**src/design/aio_pkg.sv**
```systemverilog
// Shared constants and types for the analog I/O control register bank
package aio_pkg;
   // Bus geometry
   localparam int ADDR_W = 10;
   localparam int DATA_W = 32;
   localparam int CODE_W = 12;

   // Register indices, byte address is four times the index
   localparam logic [7:0] IDX_SOFT_START = 8'h01;
   localparam logic [7:0] IDX_FIRST_CODE = 8'h0c;
   localparam logic [7:0] IDX_SECOND_CODE = 8'h0e;
   localparam logic [7:0] IDX_UPDATE_CFG = 8'h10;
   localparam logic [7:0] IDX_START_CFG = 8'h11;
   localparam logic [7:0] IDX_STATUS = 8'h12;
   localparam logic [7:0] IDX_INT = 8'h13;
   localparam logic [7:0] IDX_PORT_A = 8'h14;
   localparam logic [7:0] IDX_PORT_B = 8'h15;
   localparam logic [7:0] IDX_DIRECTION = 8'h17;
   localparam logic [7:0] IDX_TIMER_DIV = 8'h1c;
   localparam logic [7:0] IDX_CNT0 = 8'h1d;

   // Field positions
   localparam int SIMUL_BIT = 0;
   localparam int SRC_LOW_BIT = 0;
   localparam int SRC_HIGH_BIT = 1;
   localparam int SCAN_BIT = 2;
   localparam int POL_BIT = 3;
   localparam int CNT0_SEL_BIT = 4;
   localparam int INT_FLAG_LSB = 4;
   localparam int DIR_QUAL_BIT = 7;
   localparam int DIR_A_BIT = 4;
   localparam int DIR_B_BIT = 1;

   // Reset values
   localparam logic [7:0] START_CFG_RST = 8'h00;
   localparam logic [15:0] TIMER_DIV_RST = 16'h0a0a;
   localparam logic [1:0] DRIVE_RST = 2'b00;

   // Timing: counter 0 internal clock derived from the block clock
   localparam int CLK_HZ = 250_000_000;
   localparam int INT_CNT_HZ = 10_000_000;
   localparam int INT_TICK_CYCLES = CLK_HZ / INT_CNT_HZ;
   localparam logic [4:0] INT_TICK_LAST = 5'(INT_TICK_CYCLES - 1);

   typedef enum logic [1:0] {
      SRC_SOFT = 2'b00,
      SRC_TIMER = 2'b01,
      SRC_EXT = 2'b10,
      SRC_RSVD = 2'b11
   } aio_src_type;

   typedef enum logic {
      BUS_IDLE = 1'b0,
      BUS_ANSWER = 1'b1
   } aio_bus_type;
endpackage : aio_pkg

```
**src/design/aio_chain_if.sv**
```systemverilog
// Signals between the register bank and the chained counter pair
`timescale 1ns/100ps
interface aio_chain_if;
   logic [7:0] reload1;
   logic [7:0] reload2;
   logic run;
   logic polarity;
   logic c1_tick;
   logic out;
   logic out_edge;
   modport ctrl (output reload1, output reload2, output run, output polarity,
      input c1_tick, input out, input out_edge);
   modport chain (input reload1, input reload2, input run, input polarity,
      output c1_tick, output out, output out_edge);
endinterface : aio_chain_if

```
**src/design/aio_timer_chain.sv**
```systemverilog
// Counter 1 feeding counter 2, the pacing source for conversion starts
`timescale 1ns/100ps
module aio_timer_chain (
   input wire logic i_clk,
   input wire logic i_rstn,
   aio_chain_if.chain ch
);
   logic [7:0] cnt1_r;
   logic [7:0] cnt2_r;
   logic tick_r;
   logic out_r;
   logic edge_r;

   // Counter 1, one tick per reload1+1 clocks
   always_ff @(posedge i_clk or negedge i_rstn) begin
      if (!i_rstn) begin
         cnt1_r <= 8'h00;
         tick_r <= 1'b0;
      end else if (!ch.run) begin
         cnt1_r <= ch.reload1;
         tick_r <= 1'b0;
      end else if (cnt1_r == 8'h00) begin
         cnt1_r <= ch.reload1;
         tick_r <= 1'b1;
      end else begin
         cnt1_r <= cnt1_r - 8'h01;
         tick_r <= 1'b0;
      end
   end

   // Counter 2 steps only on counter 1 output
   always_ff @(posedge i_clk or negedge i_rstn) begin
      if (!i_rstn) begin
         cnt2_r <= 8'h00;
         out_r <= 1'b0;
      end else if (!ch.run) begin
         cnt2_r <= ch.reload2;
         out_r <= 1'b0;
      end else if (tick_r) begin
         if (cnt2_r == 8'h00) begin
            cnt2_r <= ch.reload2;
            out_r <= ~out_r;
         end else begin
            cnt2_r <= cnt2_r - 8'h01;
         end
      end
   end

   // Edge of counter 2 output in the chosen polarity
   always_ff @(posedge i_clk or negedge i_rstn) begin
      if (!i_rstn) begin
         edge_r <= 1'b0;
      end else begin
         edge_r <= ch.run && tick_r && (cnt2_r == 8'h00) && (out_r == ch.polarity);
      end
   end

   assign ch.c1_tick = tick_r;
   assign ch.out = out_r;
   assign ch.out_edge = edge_r;
endmodule : aio_timer_chain

```
**src/design/aio_regs.sv**
```systemverilog
// Register bank of the analog I/O board on an Avalon-MM slave port
`timescale 1ns/100ps
module aio_regs (
   input wire logic I_CLK,
   input wire logic I_RSTN,
   input wire logic [9:0] I_AVS_ADDRESS,
   input wire logic I_AVS_READ,
   input wire logic I_AVS_WRITE,
   input wire logic [31:0] I_AVS_WRITEDATA,
   input wire logic [3:0] I_AVS_BYTEENABLE,
   output logic [31:0] O_AVS_READDATA,
   output logic O_AVS_WAITREQUEST,
   input wire logic I_BIPOLAR,
   input wire logic I_SINGLE_ENDED,
   input wire logic I_HIGH_GAIN_JUMPER,
   input wire logic I_FIRST_OUTPUT_RANGE,
   input wire logic I_SECOND_OUTPUT_RANGE,
   input wire logic I_QUEUE_EMPTY,
   input wire logic I_QUEUE_HALF,
   input wire logic I_QUEUE_FULL,
   input wire logic I_CONV_DONE,
   input wire logic I_SCAN_DONE,
   input wire logic I_EXT_TRIGGER,
   input wire logic I_CNT0_EXT_CLK,
   input wire logic [7:0] I_PORT_A_IN,
   input wire logic [7:0] I_PORT_B_IN,
   output logic [11:0] O_FIRST_OUTPUT_CODE,
   output logic [11:0] O_SECOND_OUTPUT_CODE,
   output logic O_CONV_START,
   output logic O_SCAN_SELECT,
   output logic O_CHAIN_OUT,
   output logic O_IRQ,
   output logic [7:0] O_PORT_A_OUT,
   output logic [7:0] O_PORT_A_OE,
   output logic [7:0] O_PORT_B_OUT,
   output logic [7:0] O_PORT_B_OE
);
   aio_pkg::aio_bus_type bus_state_r;
   logic wait_r;
   logic [31:0] rdata_r;
   logic [31:0] rd_mux;
   logic [7:0] cur_idx;
   logic acc_wr;
   logic acc_rd;
   logic simul_r;
   logic [7:0] start_cfg_r;
   aio_pkg::aio_src_type src;
   logic [11:0] first_stage_r;
   logic [11:0] first_out_r;
   logic [11:0] second_out_r;
   logic [11:0] first_nxt;
   logic [11:0] second_nxt;
   logic [15:0] timer_div_r;
   logic armed_r;
   logic trig_d_r;
   logic trig_edge;
   logic start_r;
   logic [4:0] tick_div_r;
   logic int_tick_r;
   logic ext_d_r;
   logic [15:0] cnt0_r;
   logic [3:0] int_en_r;
   logic [3:0] flags_r;
   logic [3:0] set_vec;
   logic [3:0] clr_vec;
   logic half_d_r;
   logic full_d_r;
   logic irq_r;
   logic [7:0] port_out_r [2];
   logic [1:0] drive_r;
   logic [7:0] port_pin [2];

   aio_chain_if chain_if ();

   // Write hit on one byte register
   function automatic logic byte_hit(input logic [7:0] target);
      return acc_wr && I_AVS_BYTEENABLE[0] && (cur_idx == target);
   endfunction : byte_hit

   // Merge the enabled lanes of a 12-bit code, upper nibble of lane 1 dropped
   function automatic logic [11:0] merge_code(input logic [11:0] old);
      logic [11:0] res;
      res = old;
      if (I_AVS_BYTEENABLE[0]) begin
         res[7:0] = I_AVS_WRITEDATA[7:0];
      end
      if (I_AVS_BYTEENABLE[1]) begin
         res[11:8] = I_AVS_WRITEDATA[11:8];
      end
      return res;
   endfunction : merge_code

   assign cur_idx = I_AVS_ADDRESS[9:2];
   assign acc_wr = (bus_state_r == aio_pkg::BUS_ANSWER) && I_AVS_WRITE;
   assign acc_rd = (bus_state_r == aio_pkg::BUS_ANSWER) && I_AVS_READ;
   assign src = aio_pkg::aio_src_type'({start_cfg_r[aio_pkg::SRC_HIGH_BIT],
      start_cfg_r[aio_pkg::SRC_LOW_BIT]});

   // Bus handshake: one wait cycle, answer, then back to idle
   always_ff @(posedge I_CLK or negedge I_RSTN) begin
      if (!I_RSTN) begin
         bus_state_r <= aio_pkg::BUS_IDLE;
         wait_r <= 1'b1;
         rdata_r <= 32'h0;
      end else begin
         case (bus_state_r)
            aio_pkg::BUS_IDLE: begin
               if (I_AVS_READ || I_AVS_WRITE) begin
                  bus_state_r <= aio_pkg::BUS_ANSWER;
                  wait_r <= 1'b0;
                  if (I_AVS_READ) begin
                     rdata_r <= rd_mux;
                  end
               end
            end
            aio_pkg::BUS_ANSWER: begin
               bus_state_r <= aio_pkg::BUS_IDLE;
               wait_r <= 1'b1;
            end
            default: begin
               bus_state_r <= aio_pkg::BUS_IDLE;
               wait_r <= 1'b1;
            end
         endcase
      end
   end

   // Read data selection, unmapped and write-only registers read zero
   always_comb begin
      rd_mux = 32'h0;
      case (cur_idx)
         aio_pkg::IDX_STATUS: begin
            rd_mux[7:0] = {~I_QUEUE_FULL, ~I_QUEUE_HALF, ~I_QUEUE_EMPTY,
               I_SECOND_OUTPUT_RANGE, I_FIRST_OUTPUT_RANGE,
               I_HIGH_GAIN_JUMPER, I_SINGLE_ENDED, I_BIPOLAR};
         end
         aio_pkg::IDX_INT: begin
            rd_mux[7:4] = flags_r;
         end
         aio_pkg::IDX_PORT_A: begin
            rd_mux[7:0] = drive_r[0] ? port_out_r[0] : I_PORT_A_IN;
         end
         aio_pkg::IDX_PORT_B: begin
            rd_mux[7:0] = drive_r[1] ? port_out_r[1] : I_PORT_B_IN;
         end
         aio_pkg::IDX_TIMER_DIV: begin
            rd_mux[15:0] = timer_div_r;
         end
         aio_pkg::IDX_CNT0: begin
            rd_mux[15:0] = cnt0_r;
         end
         default: begin
            rd_mux = 32'h0;
         end
      endcase
   end

   // Configuration registers
   always_ff @(posedge I_CLK or negedge I_RSTN) begin
      if (!I_RSTN) begin
         simul_r <= 1'b0;
         start_cfg_r <= aio_pkg::START_CFG_RST;
         timer_div_r <= aio_pkg::TIMER_DIV_RST;
         int_en_r <= 4'h0;
      end else begin
         if (byte_hit(aio_pkg::IDX_UPDATE_CFG)) begin
            simul_r <= I_AVS_WRITEDATA[aio_pkg::SIMUL_BIT];
         end
         if (byte_hit(aio_pkg::IDX_START_CFG)) begin
            start_cfg_r <= I_AVS_WRITEDATA[7:0];
         end
         if (byte_hit(aio_pkg::IDX_INT)) begin
            int_en_r <= I_AVS_WRITEDATA[3:0];
         end
         if (acc_wr && cur_idx == aio_pkg::IDX_TIMER_DIV) begin
            if (I_AVS_BYTEENABLE[0]) begin
               timer_div_r[7:0] <= I_AVS_WRITEDATA[7:0];
            end
            if (I_AVS_BYTEENABLE[1]) begin
               timer_div_r[15:8] <= I_AVS_WRITEDATA[15:8];
            end
         end
      end
   end

   assign first_nxt = merge_code(first_stage_r);
   assign second_nxt = merge_code(second_out_r);

   // Output codes, staged or immediate
   always_ff @(posedge I_CLK or negedge I_RSTN) begin
      if (!I_RSTN) begin
         first_stage_r <= 12'h000;
         first_out_r <= 12'h000;
         second_out_r <= 12'h000;
      end else begin
         if (acc_wr && cur_idx == aio_pkg::IDX_FIRST_CODE) begin
            first_stage_r <= first_nxt;
            if (!simul_r) begin
               first_out_r <= first_nxt;
            end
         end
         if (acc_wr && cur_idx == aio_pkg::IDX_SECOND_CODE) begin
            second_out_r <= second_nxt;
            if (simul_r) begin
               first_out_r <= first_stage_r;
            end
         end
      end
   end

   // Trigger arming and start pulse generation
   assign trig_edge = start_cfg_r[aio_pkg::POL_BIT] ? (trig_d_r && !I_EXT_TRIGGER)
      : (!trig_d_r && I_EXT_TRIGGER);
   always_ff @(posedge I_CLK or negedge I_RSTN) begin
      if (!I_RSTN) begin
         trig_d_r <= 1'b0;
         armed_r <= 1'b0;
         start_r <= 1'b0;
      end else begin
         trig_d_r <= I_EXT_TRIGGER;
         if (src != aio_pkg::SRC_EXT) begin
            armed_r <= 1'b0;
         end else if (trig_edge) begin
            armed_r <= 1'b1;
         end
         case (src)
            aio_pkg::SRC_SOFT: start_r <= byte_hit(aio_pkg::IDX_SOFT_START);
            aio_pkg::SRC_TIMER: start_r <= chain_if.out_edge;
            aio_pkg::SRC_EXT: start_r <= chain_if.out_edge;
            default: start_r <= 1'b0;
         endcase
      end
   end

   assign chain_if.reload1 = timer_div_r[7:0];
   assign chain_if.reload2 = timer_div_r[15:8];
   assign chain_if.polarity = start_cfg_r[aio_pkg::POL_BIT];
   assign chain_if.run = (src == aio_pkg::SRC_TIMER) || (src == aio_pkg::SRC_EXT && armed_r);

   aio_timer_chain u_chain (
      .i_clk(I_CLK),
      .i_rstn(I_RSTN),
      .ch(chain_if.chain)
   );

   // Counter 0 with selectable clock source
   always_ff @(posedge I_CLK or negedge I_RSTN) begin
      if (!I_RSTN) begin
         tick_div_r <= 5'h00;
         int_tick_r <= 1'b0;
         ext_d_r <= 1'b0;
         cnt0_r <= 16'h0000;
      end else begin
         int_tick_r <= (tick_div_r == aio_pkg::INT_TICK_LAST);
         tick_div_r <= (tick_div_r == aio_pkg::INT_TICK_LAST) ? 5'h00 : tick_div_r + 5'h01;
         ext_d_r <= I_CNT0_EXT_CLK;
         if (start_cfg_r[aio_pkg::CNT0_SEL_BIT] ? (I_CNT0_EXT_CLK && !ext_d_r)
            : int_tick_r) begin
            cnt0_r <= cnt0_r + 16'h0001;
         end
      end
   end

   // Interrupt causes, set wins over read clear
   assign set_vec = {I_QUEUE_FULL && !full_d_r, I_QUEUE_HALF && !half_d_r,
      I_SCAN_DONE, I_CONV_DONE} & int_en_r;
   assign clr_vec = (acc_rd && cur_idx == aio_pkg::IDX_INT) ? rdata_r[7:4] : 4'h0;
   always_ff @(posedge I_CLK or negedge I_RSTN) begin
      if (!I_RSTN) begin
         half_d_r <= 1'b0;
         full_d_r <= 1'b0;
         flags_r <= 4'h0;
         irq_r <= 1'b0;
      end else begin
         half_d_r <= I_QUEUE_HALF;
         full_d_r <= I_QUEUE_FULL;
         flags_r <= (flags_r & ~clr_vec) | set_vec;
         irq_r <= |((flags_r & ~clr_vec) | set_vec);
      end
   end

   // Port direction, ignored unless the qualifier bit is set
   always_ff @(posedge I_CLK or negedge I_RSTN) begin
      if (!I_RSTN) begin
         drive_r <= aio_pkg::DRIVE_RST;
      end else if (byte_hit(aio_pkg::IDX_DIRECTION)
         && I_AVS_WRITEDATA[aio_pkg::DIR_QUAL_BIT]) begin
         drive_r[0] <= !I_AVS_WRITEDATA[aio_pkg::DIR_A_BIT];
         drive_r[1] <= !I_AVS_WRITEDATA[aio_pkg::DIR_B_BIT];
      end
   end

   // Port output latches
   assign port_pin[0] = I_PORT_A_IN;
   assign port_pin[1] = I_PORT_B_IN;
   for (genvar p = 0; p < 2; p++) begin : g_port
      always_ff @(posedge I_CLK or negedge I_RSTN) begin
         if (!I_RSTN) begin
            port_out_r[p] <= 8'h00;
         end else if (byte_hit(p == 0 ? aio_pkg::IDX_PORT_A : aio_pkg::IDX_PORT_B)) begin
            port_out_r[p] <= I_AVS_WRITEDATA[7:0];
         end
      end
   end

   assign O_AVS_READDATA = rdata_r;
   assign O_AVS_WAITREQUEST = wait_r;
   assign O_FIRST_OUTPUT_CODE = first_out_r;
   assign O_SECOND_OUTPUT_CODE = second_out_r;
   assign O_CONV_START = start_r;
   assign O_SCAN_SELECT = start_cfg_r[aio_pkg::SCAN_BIT];
   assign O_CHAIN_OUT = chain_if.out;
   assign O_IRQ = irq_r;
   assign O_PORT_A_OUT = port_out_r[0];
   assign O_PORT_A_OE = {8{drive_r[0]}};
   assign O_PORT_B_OUT = port_out_r[1];
   assign O_PORT_B_OE = {8{drive_r[1]}};
endmodule : aio_regs

```
**config.mk**
```make
export PLATFORM = sky130hd
export DESIGN_NAME = aio_regs
export DESIGN_NICKNAME = d
export VERILOG_FILES = /design/src/design/aio_pkg.sv /design/src/design/aio_chain_if.sv /design/src/design/aio_timer_chain.sv /design/src/design/aio_regs.sv
export SDC_FILE = /design/constraint.sdc
export NUM_CORES = 1
export LEC_CHECK = 0
export BUFFER_PORTS_ARGS = -buffer_cell sky130_fd_sc_hd__buf_2
export CAP_MARGIN = 20
export CORE_UTILIZATION = 55
export DETAILED_ROUTE_END_ITERATION = 7
export GPL_TIMING_DRIVEN = 0
export PLACE_DENSITY = 0.85
export REMOVE_ABC_BUFFERS = 1
export SLEW_MARGIN = 15
export SYNTH_ARGS = -nofsm -noshare
export SYNTH_HDL_FRONTEND = slang
export SYNTH_SLANG_ARGS = --single-unit
```
**constraint.sdc**
```tcl
create_clock -name I_CLK -period 3.7 [get_ports I_CLK]
set_input_delay 1.11 -clock I_CLK [delete_from_list [all_inputs] [get_ports I_CLK]]
set_output_delay 1.11 -clock I_CLK [all_outputs]
set_load 0.05 [all_outputs]
```
# ---- Yosys cells after proc, flatten, opt, wreduce, memory -nomap -nowiden
# Cells that the tools add are included.
dict set report totals {
  wordCells 141
  output_inout_bits 93
  inputBits 78
  reg_bits 150
}
dict set report classes {
  muxes 32
  bitwise 9
  add_sub_neg 4
  eq_ne 20
  n_reduce_logical 45
}
# operator count
set ops {}
lappend ops {{equality test 8 x 5 -> 1 bit, second input constant} 9}
lappend ops {{2-to-1 mux 8 bit} 8}
lappend ops {{2-to-1 mux 12 bit} 4}
lappend ops {{logical AND 1 bit} 24}
lappend ops {{case mux 4 bit (6 select lines)} 1}
lappend ops {{case mux 4 bit (5 select lines)} 1}
lappend ops {{adder 16 x 1 -> 16 bit, second input constant} 1}
lappend ops {{equality test 8 x 4 -> 1 bit, second input constant} 2}
lappend ops {{zero test 8 bit} 2}
lappend ops {{case mux 8 bit (2 select lines)} 1}
lappend ops {{subtractor 8 x 1 -> 8 bit, second input constant} 2}
lappend ops {{2-to-1 mux 1 bit} 11}
lappend ops {{AND reduction 2 bit} 5}
lappend ops {{AND 4 bit} 2}
lappend ops {{equality test 8 x 1 -> 1 bit, second input constant} 1}
lappend ops {{2-to-1 mux 4 bit} 2}
lappend ops {{!= test 2 bit, second input constant} 4}
lappend ops {{zero test 1 bit} 7}
lappend ops {{case mux 1 bit (2 select lines)} 3}
lappend ops {{adder 5 x 1 -> 5 bit, second input constant} 1}
lappend ops {{equality test 5 bit, second input constant} 1}
lappend ops {{2-to-1 mux 5 bit} 1}
lappend ops {{NOT 1 bit} 5}
lappend ops {{NOT 4 bit} 1}
lappend ops {{other kinds (10)} 11}

# ---- Logic depth before layout (Yosys ltp)
dict set report depth {
  depth_word 7
  mapped_depth 7
  depth_no_buf 6
}

# ---- By module
# A second synthesis with hierarchy kept.
dict set report hier_totals {
  cells_unflattened 641
  hier_area_um2 7345.8
}
# module cells_per_inst seq_area_each_um2 area_each_um2 n_inst
set by_module_without_submodules {}
lappend by_module_without_submodules {aio_regs 524 3284.4 6243.5 1}
lappend by_module_without_submodules {aio_timer_chain 117 475.5 1102.3 1}

# ---- Worst setup path after synthesis
# Ideal clock, no wire load.
dict set report synth_path {
  path_kind {input-to-reg}
  from {input port I_AVS_ADDRESS[5]}
  to {register port_out_r, in the netlist O_PORT_A_OUT[0]}
  setup_ns 0.125
  t_required_ns 3.575
  path_buffers 2
  path_stages 5
  arrival_ns 2.666
  path_slack_ns 0.909
  path_cell_list {clkbuf_1 > or4b_2 > buf_2 > nor2_2 > mux2_2}
}
dict set report synth_between {
  elab_chain_cells 2
}
# item line
set synth_lines {}
lappend synth_lines {{start, declared} aio_regs.sv:6} ;# input wire logic [9:0] I_AVS_ADDRESS,
lappend synth_lines {{equality test 8 x 5 -> 1 bit} aio_regs.sv:77} ;# return acc_wr && I_AVS_BYTEENABLE[0] && (cur_idx == target);
lappend synth_lines {{logical AND 1 bit} aio_regs.sv:77}
lappend synth_lines {{end signal, assigned by index} aio_regs.sv:301} ;# port_out_r[p] <= I_AVS_WRITEDATA[7:0];
lappend synth_lines {{end, declared} aio_regs.sv:69} ;# logic [7:0] port_out_r [2];
# No other way between the ends.
# A chain may end at the register's enable or synchronous reset.

# ---- Final worst setup path
dict set report layout_path {
  from {input port I_AVS_ADDRESS[4]}
  to {register timer_div_r[13]}
}
dict set report layout_between {
  elab_chain_cells 3
}
# item line
set layout_lines {}
lappend layout_lines {{equality test 8 x 5 -> 1 bit} aio_regs.sv:175} ;# if (acc_wr && cur_idx == aio_pkg::IDX_TIMER_DIV) begin
lappend layout_lines {{logical AND 1 bit} aio_regs.sv:175}
lappend layout_lines {{AND reduction 2 bit (no source line)} -}
lappend layout_lines {{end signal, assigned} aio_regs.sv:163} ;# timer_div_r <= aio_pkg::TIMER_DIV_RST;
lappend layout_lines {{end signal, assigned} aio_regs.sv:180} ;# timer_div_r[15:8] <= I_AVS_WRITEDATA[15:8];
lappend layout_lines {{end, declared} aio_regs.sv:53} ;# logic [15:0] timer_div_r;
# No other way between the ends.

==> results.sh <==
export IMPL_clockBufferDepth=2
export IMPL_worst_slack_ns=0.303
export IMPL_drt_iter0_markers=449
export IMPL_instances_no_fill=929
export IMPL_worst_path_max_delay_cell="nor4bb_2"
export IMPL_synth_seq_cells=150
export IMPL_grt_pass1_wl_um=29500
export IMPL_pwr_share_comb=0.117
export IMPL_synth_ff_type="dfrtp_1"
export IMPL_cp_num_buf_inv=1
export IMPL_fmax_mhz=294
export IMPL_place_congestion=0.860
export IMPL_netlist_top_cells_count="145 x dfrtp_1, 70 x mux2_2, 36 x nor2_1"
export IMPL_cts_setup_buffers=0
export IMPL_slowest_delay_ns=0.87
export IMPL_synth_area_leaders="dfrtp_1 50%, mux2_2 11%, mux2i_1 3.4%, buf_4 3.2%, xnor2_1 2.3%"
export IMPL_num_io_pins=171
export IMPL_avgSynthCellArea_um2=11.7
export IMPL_setup_violations=0
export IMPL_cts_made_buffers=17
export IMPL_synth_distinct_cells=66
export IMPL_cts_tree="built"
export IMPL_slew_viol_final=0
export IMPL_required_ns=4.00
export IMPL_start_util=0.569
export IMPL_period_share=0.918
export IMPL_holdBufCountCts=0
export IMPL_cp_top_family="simple AND/OR/NAND/NOR gates"
export IMPL_h_tree_depth=4
export IMPL_critPathCaptureType="flip-flop"
export IMPL_grt_max_degree=111
export IMPL_drtAntennaViolNets=0
export IMPL_skew_ns=0.00819
export IMPL_outcome="finished, final reports clean"
export IMPL_fin_util=0.670
export IMPL_hold_viol_final=0
export IMPL_worstSkewPairLatency_ns=0.42
export IMPL_overflow=0
export IMPL_p_switching_mw=1.04
export IMPL_layout_nets=834
export IMPL_hold_class="reg2reg"
export IMPL_area_growth_pct=17.7
export IMPL_core_area_um2=12800
export IMPL_dieHeight_um=117
export IMPL_diodes=0
export IMPL_p_leak_nw=4.32
export IMPL_synth_most_common_cell="dfrtp_1"
export IMPL_die_w_um=117
export IMPL_drt_first_pass_iters=5
export IMPL_peakVddDrop_mv=0.304
export IMPL_netlist_instances=624
export IMPL_slew_headroom=0.292
export IMPL_synth_warning_count=0
export IMPL_detail_route_wl_per_cell_um=19.6
export IMPL_groute_usage_overall=0.290
export IMPL_finish_instance_area_um2=8560
export IMPL_die_area_um2=13700
export IMPL_synth_edff_count=0
export IMPL_ys_seq_area_frac=0.517
export IMPL_antenna_found_initial=0
export IMPL_yosys_area_top_type="dfrtp_1"
export IMPL_rsz0062_at_grt="no"
export IMPL_final_layout_size_suffix_gt1_frac=0.341
export IMPL_syn_area_um2=7270
export IMPL_port_buffers=134
export IMPL_p_per_area_nw_per_um2=462
export IMPL_clock_sinks=150
export IMPL_vias=5628
export IMPL_placed_area_um2=7960
export IMPL_worstSetupPathType="in2reg"
export IMPL_cp_data_arrival_time_ns=3.69
export IMPL_synth_top_area_frac=0.499
export IMPL_cp_start_kind="input port"
export IMPL_dp_cells=897
export IMPL_clkSlewWorstSetupHoldPaths_ns=0.06
export IMPL_p_total_mw=3.96
export IMPL_viasPerCell=6.06
export IMPL_synthArstFlopShare=1.00
export IMPL_min_period_ns=3.40
export IMPL_hpwl_um=12600
export IMPL_place_ws_ns=-0.0734
export IMPL_postRouteWirelength_um=18200
export IMPL_grt_pass1_vias=5741
export IMPL_maxCapViolCount=0
export IMPL_drc=0
export IMPL_power_frac_clock=0.442
export IMPL_num_rows=41
export IMPL_p_int_mw=2.92
export IMPL_power_frac_seq=0.441
export IMPL_worstPathMaxFanout=12
export IMPL_cp_cell_sequence="buf_2 > nor4bb_2 > and2_0 > and3_1 > mux2_2"
export IMPL_switching_share=0.263
export IMPL_tightest_slew_ns=1.05
export IMPL_cts_resized=0
export IMPL_clockRootBuffer="clkbuf_16"
cells in the final DEF (no fill, tap or decap), types with 5 or more instances in the layout:
cell	synthesis	routed
dfrtp_1	145	145
buf_2	6	134
mux2_2	70	70
nor2_1	36	36
nand2_1	31	31
mux2i_1	25	25
inv_1	21	21
xnor2_1	19	19
a21oi_1	18	18
clkbuf_16	0	17
o22ai_1	16	16
conb_1	1	16
nand3_1	14	14
nand4_1	13	13
o21ai_0	12	12
a221oi_1	12	12
ha_1	11	11
nand2b_1	10	10
a2bb2oi_1	10	10
nor3_1	9	9
xor2_1	6	6
and2_1	6	6
dfstp_2	5	5
and3_1	5	5
a22o_1	5	5
a31oi_1	5	5
per-layer routing:
metal	wire length (um)	part of all wire	global-route usage	vias up
li1	-	-	-	2479
met1	7510	0.41	0.354	2812
met2	8920	0.49	0.492	288
met3	1240	0.068	0.0649	49
met4	514	0.028	0.135	0
met5	0	0	0	-
stage by stage:
stage	TNS [ns]	hold slack [ns]
final	0	0.439
after CTS	0	0.443
after global placement	-72.92	0.424
after detailed placement	-0.458	0.438
after floorplan	-6.26	0.404
after global routing	0	0.461
worst paths after layout:
kind	startpoint	to	slack [ns]	depth (start not counted)
min in group asynchronous	I_RSTN	O_SECOND_OUTPUT_CODE[9]$_DFFE_PN0P_	0.56	1
max	I_AVS_ADDRESS[4]	timer_div_r[13]$_DFFE_PN0P_	0.30	5
max reg2reg	bus_state_r$_DFF_PN0_	O_FIRST_OUTPUT_CODE[10]$_DFF_PN0_	1.40	4
min	half_d_r$_DFF_PN0_	flags_r[2]$_DFF_PN0_	0.44	1
max in group asynchronous	I_RSTN	O_FIRST_OUTPUT_CODE[0]$_DFF_PN0_	2.30	2
min reg2reg	half_d_r$_DFF_PN0_	flags_r[2]$_DFF_PN0_	0.44	1
sequential cells by signal, indices dropped and copies added, names as in the netlist, 12 cells and up:
register / flops
O_FIRST_OUTPUT_CODE: 12
O_SECOND_OUTPUT_CODE: 12
first_stage_r: 12
timer_div_r: 16
O_AVS_READDATA: 16
cnt0_r: 16
layout make-up:
class	instances	area, um^2
Tap cell	172	215
Timing Repair Buffer	138	728
Multi-Input combinational cell	417	3190
Clock buffer	23	468
Fill cell	915	4210
Inverter	21	78.8
Sequential cell	150	3760
Clock inverter	8	124
power by group through the flow:
| stage | Clock [mW] | Combinational, mW | Sequential, mW |
|---|---|---|---|
| final | 1.75 | 0.464 | 1.75 |
| after global routing | 1.83 | 0.500 | 1.75 |
| after detailed placement | 0 | 0.463 | 1.77 |
| after CTS | 1.76 | 0.466 | 1.75 |
| after global placement | 0 | 0.446 | 1.77 |
| after floorplan | 0 | 0.151 | 1.91 |
logic make-up after synthesis:
family                     synth area share
buffers and inverters                0.0542
xor gates and xnor gates             0.0301
DFF                                   0.517
muxes                                 0.143
other                              0.000516
AOI/OAI and AO/OA                     0.108
and+or+nand+nor                       0.128
adders and majority gates            0.0189
(Power assumes the default switching activity.)
